$ cat config.mk
export PLATFORM = sky130hd
export DESIGN_NAME = fcelc_top
export DESIGN_NICKNAME = d
export VERILOG_FILES = /design/src/rtl/fcelc_pkg.sv /design/src/rtl/fcelc_lock.sv /design/src/rtl/fcelc_top.sv /design/src/rtl/fcelc_wsm.sv
export SDC_FILE = /design/constraint.sdc
export NUM_CORES = 1
export LEC_CHECK = 0
export ABC_AREA = 1
export BUFFER_PORTS_ARGS = -buffer_cell sky130_fd_sc_hd__buf_2
export CORE_MARGIN = 4
export CORE_UTILIZATION = 40
export DETAILED_ROUTE_END_ITERATION = 12
export GPL_TIMING_DRIVEN = 0
export PLACE_DENSITY_LB_ADDON = 0.25
export SYNTH_ARGS = -nofsm -noshare
export SYNTH_HDL_FRONTEND = slang
export SYNTH_SLANG_ARGS = --single-unit
$ cat constraint.sdc
create_clock -name sys_clk -period 1.6 [get_ports sys_clk]
set_input_delay 0.24 -clock sys_clk [delete_from_list [all_inputs] [get_ports sys_clk]]
set_output_delay 0.24 -clock sys_clk [all_outputs]
set_load 0.03 [all_outputs]
$ cat src/rtl/fcelc_pkg.sv
// Package for the flash command front end: command codes, status bit
// positions, APB register offsets, reset values, states and carriers.
// Assumes a single 25 MHz system clock and an APB master outside.
package fcelc_pkg;

    // Bus widths of the modelled flash command port.
    localparam int ADDR_W = 24;
    localparam int DATA_W = 16;
    localparam int BLK_W  = 3;

    // Command codes written on the data lines.
    localparam logic [7:0] CMD_ERASE_SETUP = 8'h20;
    localparam logic [7:0] CMD_CONFIRM     = 8'hD0;
    localparam logic [7:0] CMD_SUSPEND     = 8'hB0;
    localparam logic [7:0] CMD_SETUP_60    = 8'h60;
    localparam logic [7:0] CMD_LOCK        = 8'h01;
    localparam logic [7:0] CMD_LOCKDOWN    = 8'h2F;
    localparam logic [7:0] CMD_PROT_SETUP  = 8'hC0;
    localparam logic [7:0] CMD_RCR_SET     = 8'h03;
    localparam logic [7:0] CMD_CLR_STATUS  = 8'h50;
    localparam logic [7:0] CMD_READ_STATUS = 8'h70;
    localparam logic [7:0] CMD_READ_ARRAY  = 8'hFF;

    // Bit positions inside the status word.
    localparam int SW_READY    = 7;
    localparam int SW_ERS_SUSP = 6;
    localparam int SW_ERS_ERR  = 5;
    localparam int SW_PRG_ERR  = 4;
    localparam int SW_PRG_SUSP = 2;

    // APB register byte offsets.
    localparam logic [7:0] OFS_CMD_ADDR   = 8'h00;
    localparam logic [7:0] OFS_CMD_CODE   = 8'h04;
    localparam logic [7:0] OFS_STATUS     = 8'h08;
    localparam logic [7:0] OFS_RCR        = 8'h0C;
    localparam logic [7:0] OFS_MODE       = 8'h10;
    localparam logic [7:0] OFS_LATCH_ADDR = 8'h14;
    localparam logic [7:0] OFS_LATCH_DATA = 8'h18;
    localparam logic [7:0] OFS_LOCK_QUERY = 8'h1C;

    // Reset values.
    localparam logic [15:0] RCR_RST       = 16'h8000;
    localparam logic [1:0]  LOCK_RST      = 2'h1;

    // Internal operation timing in clock cycles.
    localparam int ERASE_CYC = 2000;
    localparam int PROG_CYC  = 200;
    localparam int SUSP_CYC  = 20;

    // Front end pending state, Gray coded along the usual path.
    typedef enum logic [1:0] {
        FE_IDLE  = 2'b00,
        FE_ERASE = 2'b01,
        FE_SET60 = 2'b11,
        FE_PROT  = 2'b10
    } fcelc_fe_t;

    // Write state machine states, Gray coded.
    typedef enum logic [1:0] {
        WS_IDLE    = 2'b00,
        WS_RUN     = 2'b01,
        WS_SUSPING = 2'b11,
        WS_SUSP    = 2'b10
    } fcelc_ws_t;

    // Read output selection.
    typedef enum logic {
        RD_ARRAY  = 1'b0,
        RD_STATUS = 1'b1
    } fcelc_rd_t;

    // Block lock change request.
    typedef enum logic [1:0] {
        LK_NONE   = 2'b00,
        LK_LOCK   = 2'b01,
        LK_UNLOCK = 2'b10,
        LK_DOWN   = 2'b11
    } fcelc_lkop_t;

    // One command bus write cycle: address and data lines.
    typedef struct packed {
        logic [ADDR_W-1:0] addr;
        logic [DATA_W-1:0] data;
    } fcelc_cycle_t;

    // Write state machine report to the front end.
    typedef struct packed {
        logic busy;
        logic susp_erase;
        logic susp_prog;
        logic op_erase;
    } fcelc_wsm_st_t;

endpackage

$ cat src/rtl/fcelc_lock.sv
// Per-block lock table: locked and locked-down bits for each block.
// Assumes one change request per cycle from the front end.
`timescale 1ns/100ps
module fcelc_lock import fcelc_pkg::*; #(
    parameter int NBLK_W = BLK_W
) (
    // Clock and reset
    input  wire logic              sys_clk,
    input  wire logic              rst_b,
    // Change request
    input  fcelc_lkop_t            lk_op,
    input  wire logic [NBLK_W-1:0] lk_blk,
    // Query
    input  wire logic [NBLK_W-1:0] qry_blk,
    output logic      [1:0]        qry_state
);

    localparam int NBLK = 1 << NBLK_W;

    logic [1:0] blk_q [NBLK];

    // One entry per block; lock-down is left only through reset.
    genvar g;
    generate
        for (g = 0; g < NBLK; g++) begin : g_blk
            logic hit;
            assign hit = (lk_blk == NBLK_W'(g));
            always_ff @(posedge sys_clk or negedge rst_b) begin
                if (!rst_b) begin
                    blk_q[g] <= LOCK_RST;
                end else if (hit) begin
                    case (lk_op)
                        LK_LOCK:   blk_q[g][0] <= 1'b1;
                        LK_UNLOCK: begin
                            if (!blk_q[g][1]) begin
                                blk_q[g][0] <= 1'b0;
                            end
                        end
                        LK_DOWN:   blk_q[g] <= 2'b11;
                        default:   blk_q[g] <= blk_q[g];
                    endcase
                end
            end
        end
    endgenerate

    // Bit 1 is lock-down, bit 0 is locked.
    assign qry_state = blk_q[qry_blk];

endmodule // fcelc_lock

$ cat src/rtl/fcelc_top.sv
// Flash command front end for erase, suspend, locking, protection
// register programming and read configuration, behind an APB slave.
// Assumes an APB master on sys_clk; command cycles are APB writes.
//
// Our own choices: the APB interface to the registers and the placing of the registers.
`timescale 1ns/100ps

// Contract
// - Code 20h arms erase; a following D0h confirm erases the block.
// - Anything but D0h after erase setup sets bits 4,5, status mode.
// - Erase confirm latches address and data; that block gets erased.
// - While erasing, only read-status and suspend are accepted.
// - Code B0h suspends the running program or erase.
// - Suspended shows ready bit 7 with bit 2 or bit 6.
// - Suspend holds until resume or reset.
// - D0h while suspended resumes the operation.
// - After 60h only 01h, D0h, 2Fh, 03h are valid; else bits 4,5.
// - 01h after 60h locks the addressed block.
// - D0h after 60h unlocks, except a locked-down block.
// - 2Fh after 60h locks down the addressed block.
// - C0h arms protection program; second cycle latches and starts.
// - After 60h, anything but 01h, D0h, 2Fh or 03h flags a sequence error.
// - 03h after 60h stores address bits 15..0 as configuration.
// - After a configuration write, reads return array data.
// - Code 50h clears the error bits.
// - Code 70h selects status read; so do program and erase.
module fcelc_top import fcelc_pkg::*; #(
    parameter int ERASE_N = ERASE_CYC,
    parameter int PROG_N  = PROG_CYC,
    parameter int SUSP_N  = SUSP_CYC
) (
    // Clock and reset
    input  wire logic        sys_clk,
    input  wire logic        rst_b,
    // APB slave
    input  wire logic        psel,
    input  wire logic        penable,
    input  wire logic        pwrite,
    input  wire logic [7:0]  paddr,
    input  wire logic [31:0] pwdata,
    output logic      [31:0] prdata,
    output logic             pready,
    output logic             pslverr
);

    // Block number of a flash address, used for locking.
    function automatic logic [BLK_W-1:0] blk_of(
        input logic [ADDR_W-1:0] a);
        blk_of = a[ADDR_W-1 -: BLK_W];
    endfunction

    fcelc_fe_t         fe_q, fe_d;
    fcelc_rd_t         rd_q, rd_d;
    fcelc_cycle_t      latch_q, latch_d;
    fcelc_wsm_st_t     wst;
    fcelc_lkop_t       lk_op;
    logic [ADDR_W-1:0] cmd_addr_q;
    logic [BLK_W-1:0]  qry_blk_q;
    logic [15:0]       rcr_q, rcr_d;
    logic              prg_err_q, ers_err_q;
    logic [31:0]       prdata_q;
    logic [1:0]        qry_state;
    logic [BLK_W-1:0]  lk_blk;

    // Bus phase decode; the slave never inserts wait states.
    logic        access, setup, wr_acc, mapped, cmd_wr;
    logic [7:0]  code;
    logic [15:0] dq;
    assign access = psel && penable;
    assign setup  = psel && !penable;
    assign wr_acc = access && pwrite;
    assign mapped = (paddr[1:0] == 2'b00) && (paddr <= OFS_LOCK_QUERY);
    assign cmd_wr = wr_acc && (paddr == OFS_CMD_CODE);
    assign code   = pwdata[7:0];
    assign dq     = pwdata[15:0];

    // Command classification.
    logic suspended, busy, accept;
    assign busy      = wst.busy;
    assign suspended = wst.susp_erase || wst.susp_prog;
    // A running operation hears only status reads and suspend.
    assign accept    = cmd_wr && (!busy || code == CMD_READ_STATUS ||
                                  code == CMD_SUSPEND);

    // Requests toward the write state machine.
    logic start_erase, start_prog, suspend_req, resume_req;
    assign start_erase = accept && (fe_q == FE_ERASE) &&
                         (code == CMD_CONFIRM);
    assign start_prog  = accept && (fe_q == FE_PROT);
    assign suspend_req = accept && busy &&
                         (code == CMD_SUSPEND);
    assign resume_req  = accept && suspended && (fe_q == FE_IDLE) &&
                         (code == CMD_CONFIRM);

    // Lock change decoded from the second code after 60h.
    logic in_set60;
    assign in_set60 = accept && (fe_q == FE_SET60);
    assign lk_blk   = blk_of(cmd_addr_q);
    assign lk_op    = !in_set60              ? LK_NONE :
                      (code == CMD_LOCK)     ? LK_LOCK :
                      (code == CMD_CONFIRM)  ? LK_UNLOCK :
                      (code == CMD_LOCKDOWN) ? LK_DOWN :
                                               LK_NONE;

    // Sequence errors: bad second code after erase or 60h setup.
    logic seq_err, clr_err;
    assign seq_err = accept &&
                     (((fe_q == FE_ERASE) && code != CMD_CONFIRM) ||
                      (in_set60 && lk_op == LK_NONE &&
                       code != CMD_RCR_SET));
    assign clr_err = accept && (fe_q == FE_IDLE) && !busy &&
                     (code == CMD_CLR_STATUS);

    // Front end sequencing, read mode and latches.
    always_comb begin
        fe_d    = fe_q;
        rd_d    = rd_q;
        latch_d = latch_q;
        rcr_d   = rcr_q;
        if (accept) begin
            case (fe_q)
                FE_IDLE: begin
                    if (code == CMD_READ_STATUS) begin
                        rd_d = RD_STATUS;
                    end else if (busy) begin
                        rd_d = rd_q;
                    end else if (code == CMD_READ_ARRAY) begin
                        rd_d = RD_ARRAY;
                    end else if (resume_req) begin
                        rd_d = RD_STATUS;
                    end else if (suspended) begin
                        // No new operation may start over a suspended one.
                        fe_d = FE_IDLE;
                    end else if (code == CMD_ERASE_SETUP) begin
                        fe_d = FE_ERASE;
                    end else if (code == CMD_SETUP_60) begin
                        fe_d = FE_SET60;
                    end else if (code == CMD_PROT_SETUP) begin
                        fe_d = FE_PROT;
                    end
                end
                FE_ERASE: begin
                    fe_d = FE_IDLE;
                    rd_d = RD_STATUS;
                    if (code == CMD_CONFIRM) begin
                        latch_d.addr = cmd_addr_q;
                        latch_d.data = dq;
                    end
                end
                FE_SET60: begin
                    fe_d = FE_IDLE;
                    if (code == CMD_RCR_SET) begin
                        rcr_d = cmd_addr_q[15:0];
                        rd_d  = RD_ARRAY;
                    end else if (seq_err) begin
                        rd_d = RD_STATUS;
                    end
                end
                FE_PROT: begin
                    fe_d         = FE_IDLE;
                    latch_d.addr = cmd_addr_q;
                    latch_d.data = dq;
                    rd_d         = RD_STATUS;
                end
                default: fe_d = FE_IDLE;
            endcase
        end
    end

    // Command front end registers.
    always_ff @(posedge sys_clk or negedge rst_b) begin
        if (!rst_b) begin
            fe_q    <= FE_IDLE;
            rd_q    <= RD_ARRAY;
            latch_q <= '0;
            rcr_q   <= RCR_RST;
        end else begin
            fe_q    <= fe_d;
            rd_q    <= rd_d;
            latch_q <= latch_d;
            rcr_q   <= rcr_d;
        end
    end

    // Error bits are sticky; a set in the clearing cycle still wins.
    always_ff @(posedge sys_clk or negedge rst_b) begin
        if (!rst_b) begin
            prg_err_q <= 1'b0;
            ers_err_q <= 1'b0;
        end else begin
            prg_err_q <= (prg_err_q && !clr_err) || seq_err;
            ers_err_q <= (ers_err_q && !clr_err) || seq_err;
        end
    end

    // Address lines and lock query index, written by software.
    always_ff @(posedge sys_clk or negedge rst_b) begin
        if (!rst_b) begin
            cmd_addr_q <= '0;
            qry_blk_q  <= '0;
        end else begin
            if (wr_acc && paddr == OFS_CMD_ADDR) begin
                cmd_addr_q <= pwdata[ADDR_W-1:0];
            end
            if (wr_acc && paddr == OFS_LOCK_QUERY) begin
                qry_blk_q <= pwdata[BLK_W-1:0];
            end
        end
    end

    // Status word; ready also shows while suspended.
    logic [7:0] status_word;
    always_comb begin
        status_word              = 8'h00;
        status_word[SW_READY]    = !busy;
        status_word[SW_ERS_SUSP] = wst.susp_erase;
        status_word[SW_ERS_ERR]  = ers_err_q;
        status_word[SW_PRG_ERR]  = prg_err_q;
        status_word[SW_PRG_SUSP] = wst.susp_prog;
    end

    // Read data selection, registered in the setup phase.
    logic [31:0] rd_mux;
    always_comb begin
        case (paddr)
            OFS_CMD_ADDR:   rd_mux = 32'(cmd_addr_q);
            OFS_STATUS:     rd_mux = {24'h000000, status_word};
            OFS_RCR:        rd_mux = {16'h0000, rcr_q};
            OFS_MODE:       rd_mux = {28'h0000000, fe_q, busy, rd_q};
            OFS_LATCH_ADDR: rd_mux = 32'(latch_q.addr);
            OFS_LATCH_DATA: rd_mux = {16'h0000, latch_q.data};
            OFS_LOCK_QUERY: rd_mux = {28'h0000000, 2'b00,
                                      qry_state} |
                                     (32'(qry_blk_q) << 4);
            default:        rd_mux = 32'h00000000;
        endcase
    end

    always_ff @(posedge sys_clk or negedge rst_b) begin
        if (!rst_b) begin
            prdata_q <= 32'h00000000;
        end else if (setup && !pwrite) begin
            prdata_q <= rd_mux;
        end
    end

    // Zero wait states; unmapped or misaligned access reports an error.
    assign prdata  = prdata_q;
    assign pready  = 1'b1;
    assign pslverr = access && !mapped;

    // Timing engine for erase and protection register programming.
    fcelc_wsm #(
        .ERASE_N (ERASE_N),
        .PROG_N  (PROG_N),
        .SUSP_N  (SUSP_N)
    ) u_wsm (
        .sys_clk     (sys_clk),
        .rst_b       (rst_b),
        .start_erase (start_erase),
        .start_prog  (start_prog),
        .suspend_req (suspend_req),
        .resume_req  (resume_req),
        .wsm_st      (wst)
    );

    // Block lock table.
    fcelc_lock #(
        .NBLK_W (BLK_W)
    ) u_lock (
        .sys_clk   (sys_clk),
        .rst_b     (rst_b),
        .lk_op     (lk_op),
        .lk_blk    (lk_blk),
        .qry_blk   (qry_blk_q),
        .qry_state (qry_state)
    );

endmodule // fcelc_top

$ cat src/rtl/fcelc_wsm.sv
// Write state machine: times an erase or program, handles suspend
// and resume. Assumes one-cycle start, suspend and resume pulses.
`timescale 1ns/100ps
module fcelc_wsm import fcelc_pkg::*; #(
    parameter int ERASE_N = ERASE_CYC,
    parameter int PROG_N  = PROG_CYC,
    parameter int SUSP_N  = SUSP_CYC,
    parameter int CNT_W   = 16
) (
    // Clock and reset
    input  wire logic          sys_clk,
    input  wire logic          rst_b,
    // Requests from the front end
    input  wire logic          start_erase,
    input  wire logic          start_prog,
    input  wire logic          suspend_req,
    input  wire logic          resume_req,
    // Report
    output fcelc_wsm_st_t      wsm_st
);

    fcelc_ws_t        state_q, state_d;
    logic [CNT_W-1:0] cnt_q, cnt_d;
    logic [CNT_W-1:0] scnt_q, scnt_d;
    logic             op_erase_q, op_erase_d;

    // Next state; the remaining work count is frozen while suspended
    // so a resume continues rather than restarting the operation.
    always_comb begin
        state_d    = state_q;
        cnt_d      = cnt_q;
        scnt_d     = scnt_q;
        op_erase_d = op_erase_q;
        case (state_q)
            WS_IDLE: begin
                if (start_erase) begin
                    state_d    = WS_RUN;
                    cnt_d      = CNT_W'(ERASE_N);
                    op_erase_d = 1'b1;
                end else if (start_prog) begin
                    state_d    = WS_RUN;
                    cnt_d      = CNT_W'(PROG_N);
                    op_erase_d = 1'b0;
                end
            end
            WS_RUN: begin
                if (suspend_req) begin
                    state_d = WS_SUSPING;
                    scnt_d  = CNT_W'(SUSP_N);
                end else if (cnt_q <= CNT_W'(1)) begin
                    state_d = WS_IDLE;
                    cnt_d   = '0;
                end else begin
                    cnt_d = cnt_q - CNT_W'(1);
                end
            end
            WS_SUSPING: begin
                if (scnt_q <= CNT_W'(1)) begin
                    state_d = WS_SUSP;
                end else begin
                    scnt_d = scnt_q - CNT_W'(1);
                end
            end
            WS_SUSP: begin
                // Only a resume leaves; reset acts asynchronously.
                if (resume_req) begin
                    state_d = WS_RUN;
                end
            end
            default: state_d = WS_IDLE;
        endcase
    end

    // State registers.
    always_ff @(posedge sys_clk or negedge rst_b) begin
        if (!rst_b) begin
            state_q    <= WS_IDLE;
            cnt_q      <= '0;
            scnt_q     <= '0;
            op_erase_q <= 1'b0;
        end else begin
            state_q    <= state_d;
            cnt_q      <= cnt_d;
            scnt_q     <= scnt_d;
            op_erase_q <= op_erase_d;
        end
    end

    // Report to the front end; suspended kind shows only once settled.
    assign wsm_st.busy       = (state_q == WS_RUN) ||
                               (state_q == WS_SUSPING);
    assign wsm_st.susp_erase = (state_q == WS_SUSP) && op_erase_q;
    assign wsm_st.susp_prog  = (state_q == WS_SUSP) && !op_erase_q;
    assign wsm_st.op_erase   = op_erase_q;

endmodule // fcelc_wsm
Yosys cells after proc, flatten, opt, wreduce, memory -nomap -nowiden. Index checks and enable logic that the tools add are counted.

Flip-flop bits (word level): 171. Input port bits: 45. Output and inout port bits: 34. Logic and storage cells: 238.

Add/sub/neg operators: 2. Order comparisons: 4. Equal/unequal tests: 60. Mux-type cells: 59. Bitwise gates (word level): 2. Reduce and logical (&&, ||, !) cells: 81.

Operators with widths (number): case mux 24 bit (7 select lines) (1); two-way mux 16 bit (6); case mux 40 bit (2 select lines) (1); case mux 16 bit (2 select lines) (2); two-way mux 2 bit (20); two-way mux 40 bit (1); AND reduction 3 bit (12); == test 8 x 5 -> 1 bit (second input constant) (4); == test 8 bit (second input constant) (4); <= comparator 16 x 1 -> 1 bit (second input constant) (2); inequality test 2 bit (second input constant) (16); subtractor 16 x 1 -> 16 bit (second input constant) (2); logical AND 1 bit (30); == test 8 x 7 -> 1 bit (second input constant) (3); AND reduction 2 bit (9); == test 8 x 4 -> 1 bit (second input constant) (2); == test 8 x 6 -> 1 bit (second input constant) (2); two-way mux 1 bit (16); case mux 1 bit (2 select lines) (8); == test 2 bit (second input constant) (6); == test 3 bit (second input constant) (4); nonzero test 2 bit (5); == test 8 x 1 -> 1 bit (second input constant) (1); == test 8 x 2 -> 1 bit (second input constant) (1); 28 further kinds (50).

Logic depth before layout (Yosys ltp).
Depth in word-level cells: 16. Mapped depth: 14. Depth with buffers taken out: 14.

Cells and area by module. Synthesis repeated with hierarchy kept, for this count alone.

Cells, all modules: 1145. Area total of the unflattened synthesis: 9081.2 µm².

By module, submodules not included: fcelc_top (instances 1, cells each 673, area each 5865.6 µm², seq. area each 2803.9 µm²); fcelc_wsm (instances 1, cells each 355, area each 2352.3 µm², seq. area each 875.8 µm²); fcelc_lock (instances 1, cells each 117, area each 863.3 µm², seq. area each 410.4 µm²).

Worst setup path after synthesis. OpenSTA, ideal clock, no wires.

Kind: register to register. Start: reg u_wsm.scnt_q[0]. End: reg u_wsm.state_q[0]. Setup time: 0.126 ns. Arrival: 1.585 ns. Data required time: 1.474 ns. Path slack: -0.110 ns. Cell stages (with the launch flop): 11. Buffers on the path: 0. Period minus slack after synthesis: 1.710 ns. Path through: dfrtp_1 > inv_1 > ha_1 > o21a_1 > nand4_1 > nand2_2 > inv_1 > nor2_1 > nand3_1 > o21ai_1 > o21ai_1.

Longest elaborated chain between the ends: 3.

Ends and longest elaborated chain: start, declared (line fcelc_wsm.sv:24) `logic [CNT_W-1:0] scnt_q, scnt_d;`; start signal, assigned (line fcelc_wsm.sv:84) `scnt_q <= scnt_d;`; <= comparator 16 x 1 -> 1 bit (line fcelc_wsm.sv:58) `if (scnt_q <= CNT_W'(1)) begin`; inequality test 2 x 1 -> 1 bit (no source line); AND reduction 4 bit (no source line); end signal, assigned (line fcelc_wsm.sv:82) `state_q <= state_d;`; end, declared (line fcelc_wsm.sv:22) `fcelc_ws_t state_q, state_d;`.

Every way passes these cells. A chain may end at the register's enable or synchronous reset.

Final worst setup path.
Start: reg u_wsm.cnt_q[1]. End: reg u_wsm.state_q[0].

Longest elaborated chain between the ends: 3.

Ends and longest elaborated chain: start, declared (line fcelc_wsm.sv:23) `logic [CNT_W-1:0] cnt_q, cnt_d;`; start signal, assigned (line fcelc_wsm.sv:83) `cnt_q <= cnt_d;`; <= comparator 16 x 1 -> 1 bit (line fcelc_wsm.sv:50) `end else if (cnt_q <= CNT_W'(1)) begin`; inequality test 3 x 2 -> 1 bit (no source line); AND reduction 4 bit (no source line).

Every way passes these cells.

==> results.toml <==
[die]
pin_count = 79
die_h_um = 154
core-area_um2 = 20600
row_count = 52
start_util_pct = 41.2
die_x_um = 154
dieArea_um2 = 23600

[worst_hold_path]
hold_path.class = "in2reg"
worstHoldStart = "pwdata[16]"

[sta]
tightest_slew_ns = 0.663
setup_ws_ns = -0.122
slew_headroom_pct = 55.8
clock.fmax_mhz = 581
fin_hold_ws_ns = 0.0413
period_minus_slack_ns = 1.72
fin_crit_sh_pct = 108
fin_skew_ns = 0.0111
setup_viol = 24
finalMaxSlewViolations = 0
hold_violations = 0
rsz0062_at_grt = "true"

[power_and_ir_drop]
p_per_area_nw_per_um2 = 1030
p_switching_mw = 3.71
p_int_mw = 7.58
swShare_pct = 32.8
combPwrFrac_pct = 24.0
peakVddDrop_mv = 0.926
pwr-share-clk_pct = 36.2
seqPwrFrac_pct = 39.8
p_leak_nw = 5.22

[critical_path]
crit_start = "u_wsm.cnt_q[1]"
cp.required_ns = 1.92
r2r_cells = 11
r2r-start = "u_wsm.cnt_q[1]"
endpoint = "u_wsm.state_q[0]"
worstSetupEndpointType = "flop"
worst_setup_path_start_kind = "flop"
worst-r2r-setup-slack_ns = -0.12
critPathKind = "reg2reg"
r2r-end = "u_wsm.state_q[0]"
crit_arrival_ns = 2.04
critical_path.max_fanout = 3

[clocking]
htree_levels = 4
cts.clk_slew.worst_paths_ns = 0.08
clockBufferDepth = 2
cts-root-buf = "clkbuf_16"
cts_tree = "done"
cts_sinks = 163
clock_latency_ns = 0.44
cts_inserted_buffers = 17

[layout]
drive_gt1_share_pct = 29.8
multiInputGateArea_um2 = 4250
n_antenna_cell = 0
n_fill_cell = 1888
area_growth_pct = 29.6
utilization_pct = 53.4
finalNetCount = 1255
regArea_um2 = 4100
fin_cells = 1484

[run]
cap_violations = 0

[placed_design]
dp.cells = 1394
globalplace.congestion = 0.903
portBuffers = 61
dp_slack_ns = -0.574
dp_hpwl_um = 15600

[outcome]
status = "finished, violations left"
violations = "setup timing"

[synthesis]
synth.most_common_cell = "nand2_1"
ys_warn_count = 0
synth_seq_cells = 163
synth_top_area_share_pct = 45.5
synth_edf_count = 0
synth.avg_cell_area_um2 = 8.03
synthCells = 1055
synth_top_area_cell = "dfrtp_1"
ys_top_cells_by_area = "dfrtp_1 (45%), nand2_1 (12%), o21ai_0 (5.8%), inv_1 (4.7%), nor2_1 (3.6%)"
ys.flop_type = "dfrtp_1"
ys_seq_area_share_pct = 48.3
ys_async_sr_fraction_pct = 100
ys_top_cells_by_count = "nand2_1 (280), dfrtp_1 (154), inv_1 (105), o21ai_0 (98), nor2_1 (81)"
synth.distinct_cells = 55
netlist_area_um2 = 8470

[detailed_routing]
ant_nets = 0
drt-initial-drc-count = 637
wirelength_um = 24800
vias_per_cell = 5.26
wl_per_cell_um = 16.7
dr.pass1.iters = 6
num_vias = 7801
drcViolationCount = 0

[global_routing]
track_usage_pct = 20.4
first_global_vias = 7503
grt_pass1_wl_um = 39200
antenna_found_initial = 0
grt_max_degree = 88
overflow = 0
[layout by cell type, fill, tap and decap left out, drive strengths merged, types with 3 or more instances in the layout]
master,n
a21oi,30
o211ai,4
buf,143
nand2,296
nor3b,4
a221oi,5
nand3,48
o21a,3
o31ai,3
or2,8
nor2,89
o221ai,4
ha,9
dfstp,9
xnor2,6
clkinv,6
nor3,19
xor2,8
clkbuf,34
o21ai,158
nand4,15
inv,131
o2111ai,5
conb,9
dfrtp,154
[power groups by stage]
| stage | combinational (mW) | sequential [mW] | clock (mW) |
|---|---|---|---|
| after floorplan | 1.24 | 4.50 | 0 |
| after global placement | 1.67 | 4.53 | 0 |
| after detailed placement | 1.70 | 4.53 | 0 |
| after CTS | 2.38 | 4.46 | 4.13 |
| after global routing | 2.95 | 4.50 | 4.32 |
| final | 2.71 | 4.49 | 4.09 |
[metal layers]
metal / global-route usage, % / vias to the layer above / part of all wire (%)
met4: 6.77 / 0 / 2.4
met3: 3.93 / 59 / 7.0
met2: 30.9 / 294 / 46
li1: - / 3720 / -
met5: 0 / - / 0
met1: 29.6 / 3728 / 45
[sequential cells by signal (all words and copies together), names as in the netlist]
name	cells
u_lock.blk_q	16
qry_blk_q	3
cmd_addr_q	24
rd_q	1
u_wsm.state_q	2
rcr_q	16
u_wsm.op_erase_q	1
u_wsm.cnt_q	16
ers_err_q	1
u_wsm.scnt_q	16
prg_err_q	1
latch_q	40
fe_q	2
prdata	24
[logic make-up after synthesis]
| family | share of synthesized area, % |
|---|---|
| XOR/XNOR | 1.45 |
| AND/OR/NAND/NOR | 25.9 |
| adder cells (fa/ha/maj) | 1.33 |
| other | 0.0887 |
| multiplexers | 0.133 |
| AO/OA/AOI/OAI | 14.6 |
| flip-flops | 48.3 |
| buffers and inverters | 8.15 |
[how the worst min path moves through the flow]
| stage | slack, ns | to | depth (start not counted) |
|---|---|---|---|
| final | 0.04 | cmd_addr_q[16] | 3 |
| after CTS | 0.04 | cmd_addr_q[16] | 3 |
| after global routing | 0.03 | cmd_addr_q[16] | 3 |
| after detailed placement | 0.28 | u_wsm.cnt_q[15] | 1 |
| after floorplan | -0.06 | cmd_addr_q[0] | 0 |
| after global placement | 0.45 | u_lock.blk_q[13] | 2 |
[through the flow]
step,instance area (µm²),setup TNS [ns],power [mW]
final,11000,-1.62,11.3
after global routing,11000,-5.66,11.8
after floorplan,8520,-0.0355,5.74
after detailed placement,9200,-58.63,6.23
after CTS,10400,-0.409,11.0
after global placement,9160,-428.27,6.20
[timing repair]
action	in CTS	in global routing
resized for setup	106	118
buffers inserted	32	23
gates cloned	5	1
hold buffers	1	0
pin swaps	20	34
endpoints found under the setup margin	118	140
hold endpoints to repair	70	0
[critical path: stages (launching register included)]
cell and delay, ns:
dfrtp_1 0.39, inv_2 0.11, ha_4 0.16, inv_4 0.05, a21oi_2 0.11, nand4_1 0.16, nand2_2 0.15, nor2_4 0.05
nor2_2 0.10, nand3_2 0.11, o21ai_1 0.14, o21ai_1 0.08
[cell type report]
cell class,count,share of cell area [%]
multi-input combinational,734,38.7
buffer,40,3.29
clock inverter,14,1.23
tap,270,3.08
clock buffer,18,4.00
sequential,163,37.4
inverter,125,4.54
timing repair buffer,120,7.83
No activity file was read; power rests on OpenSTA's default activity.
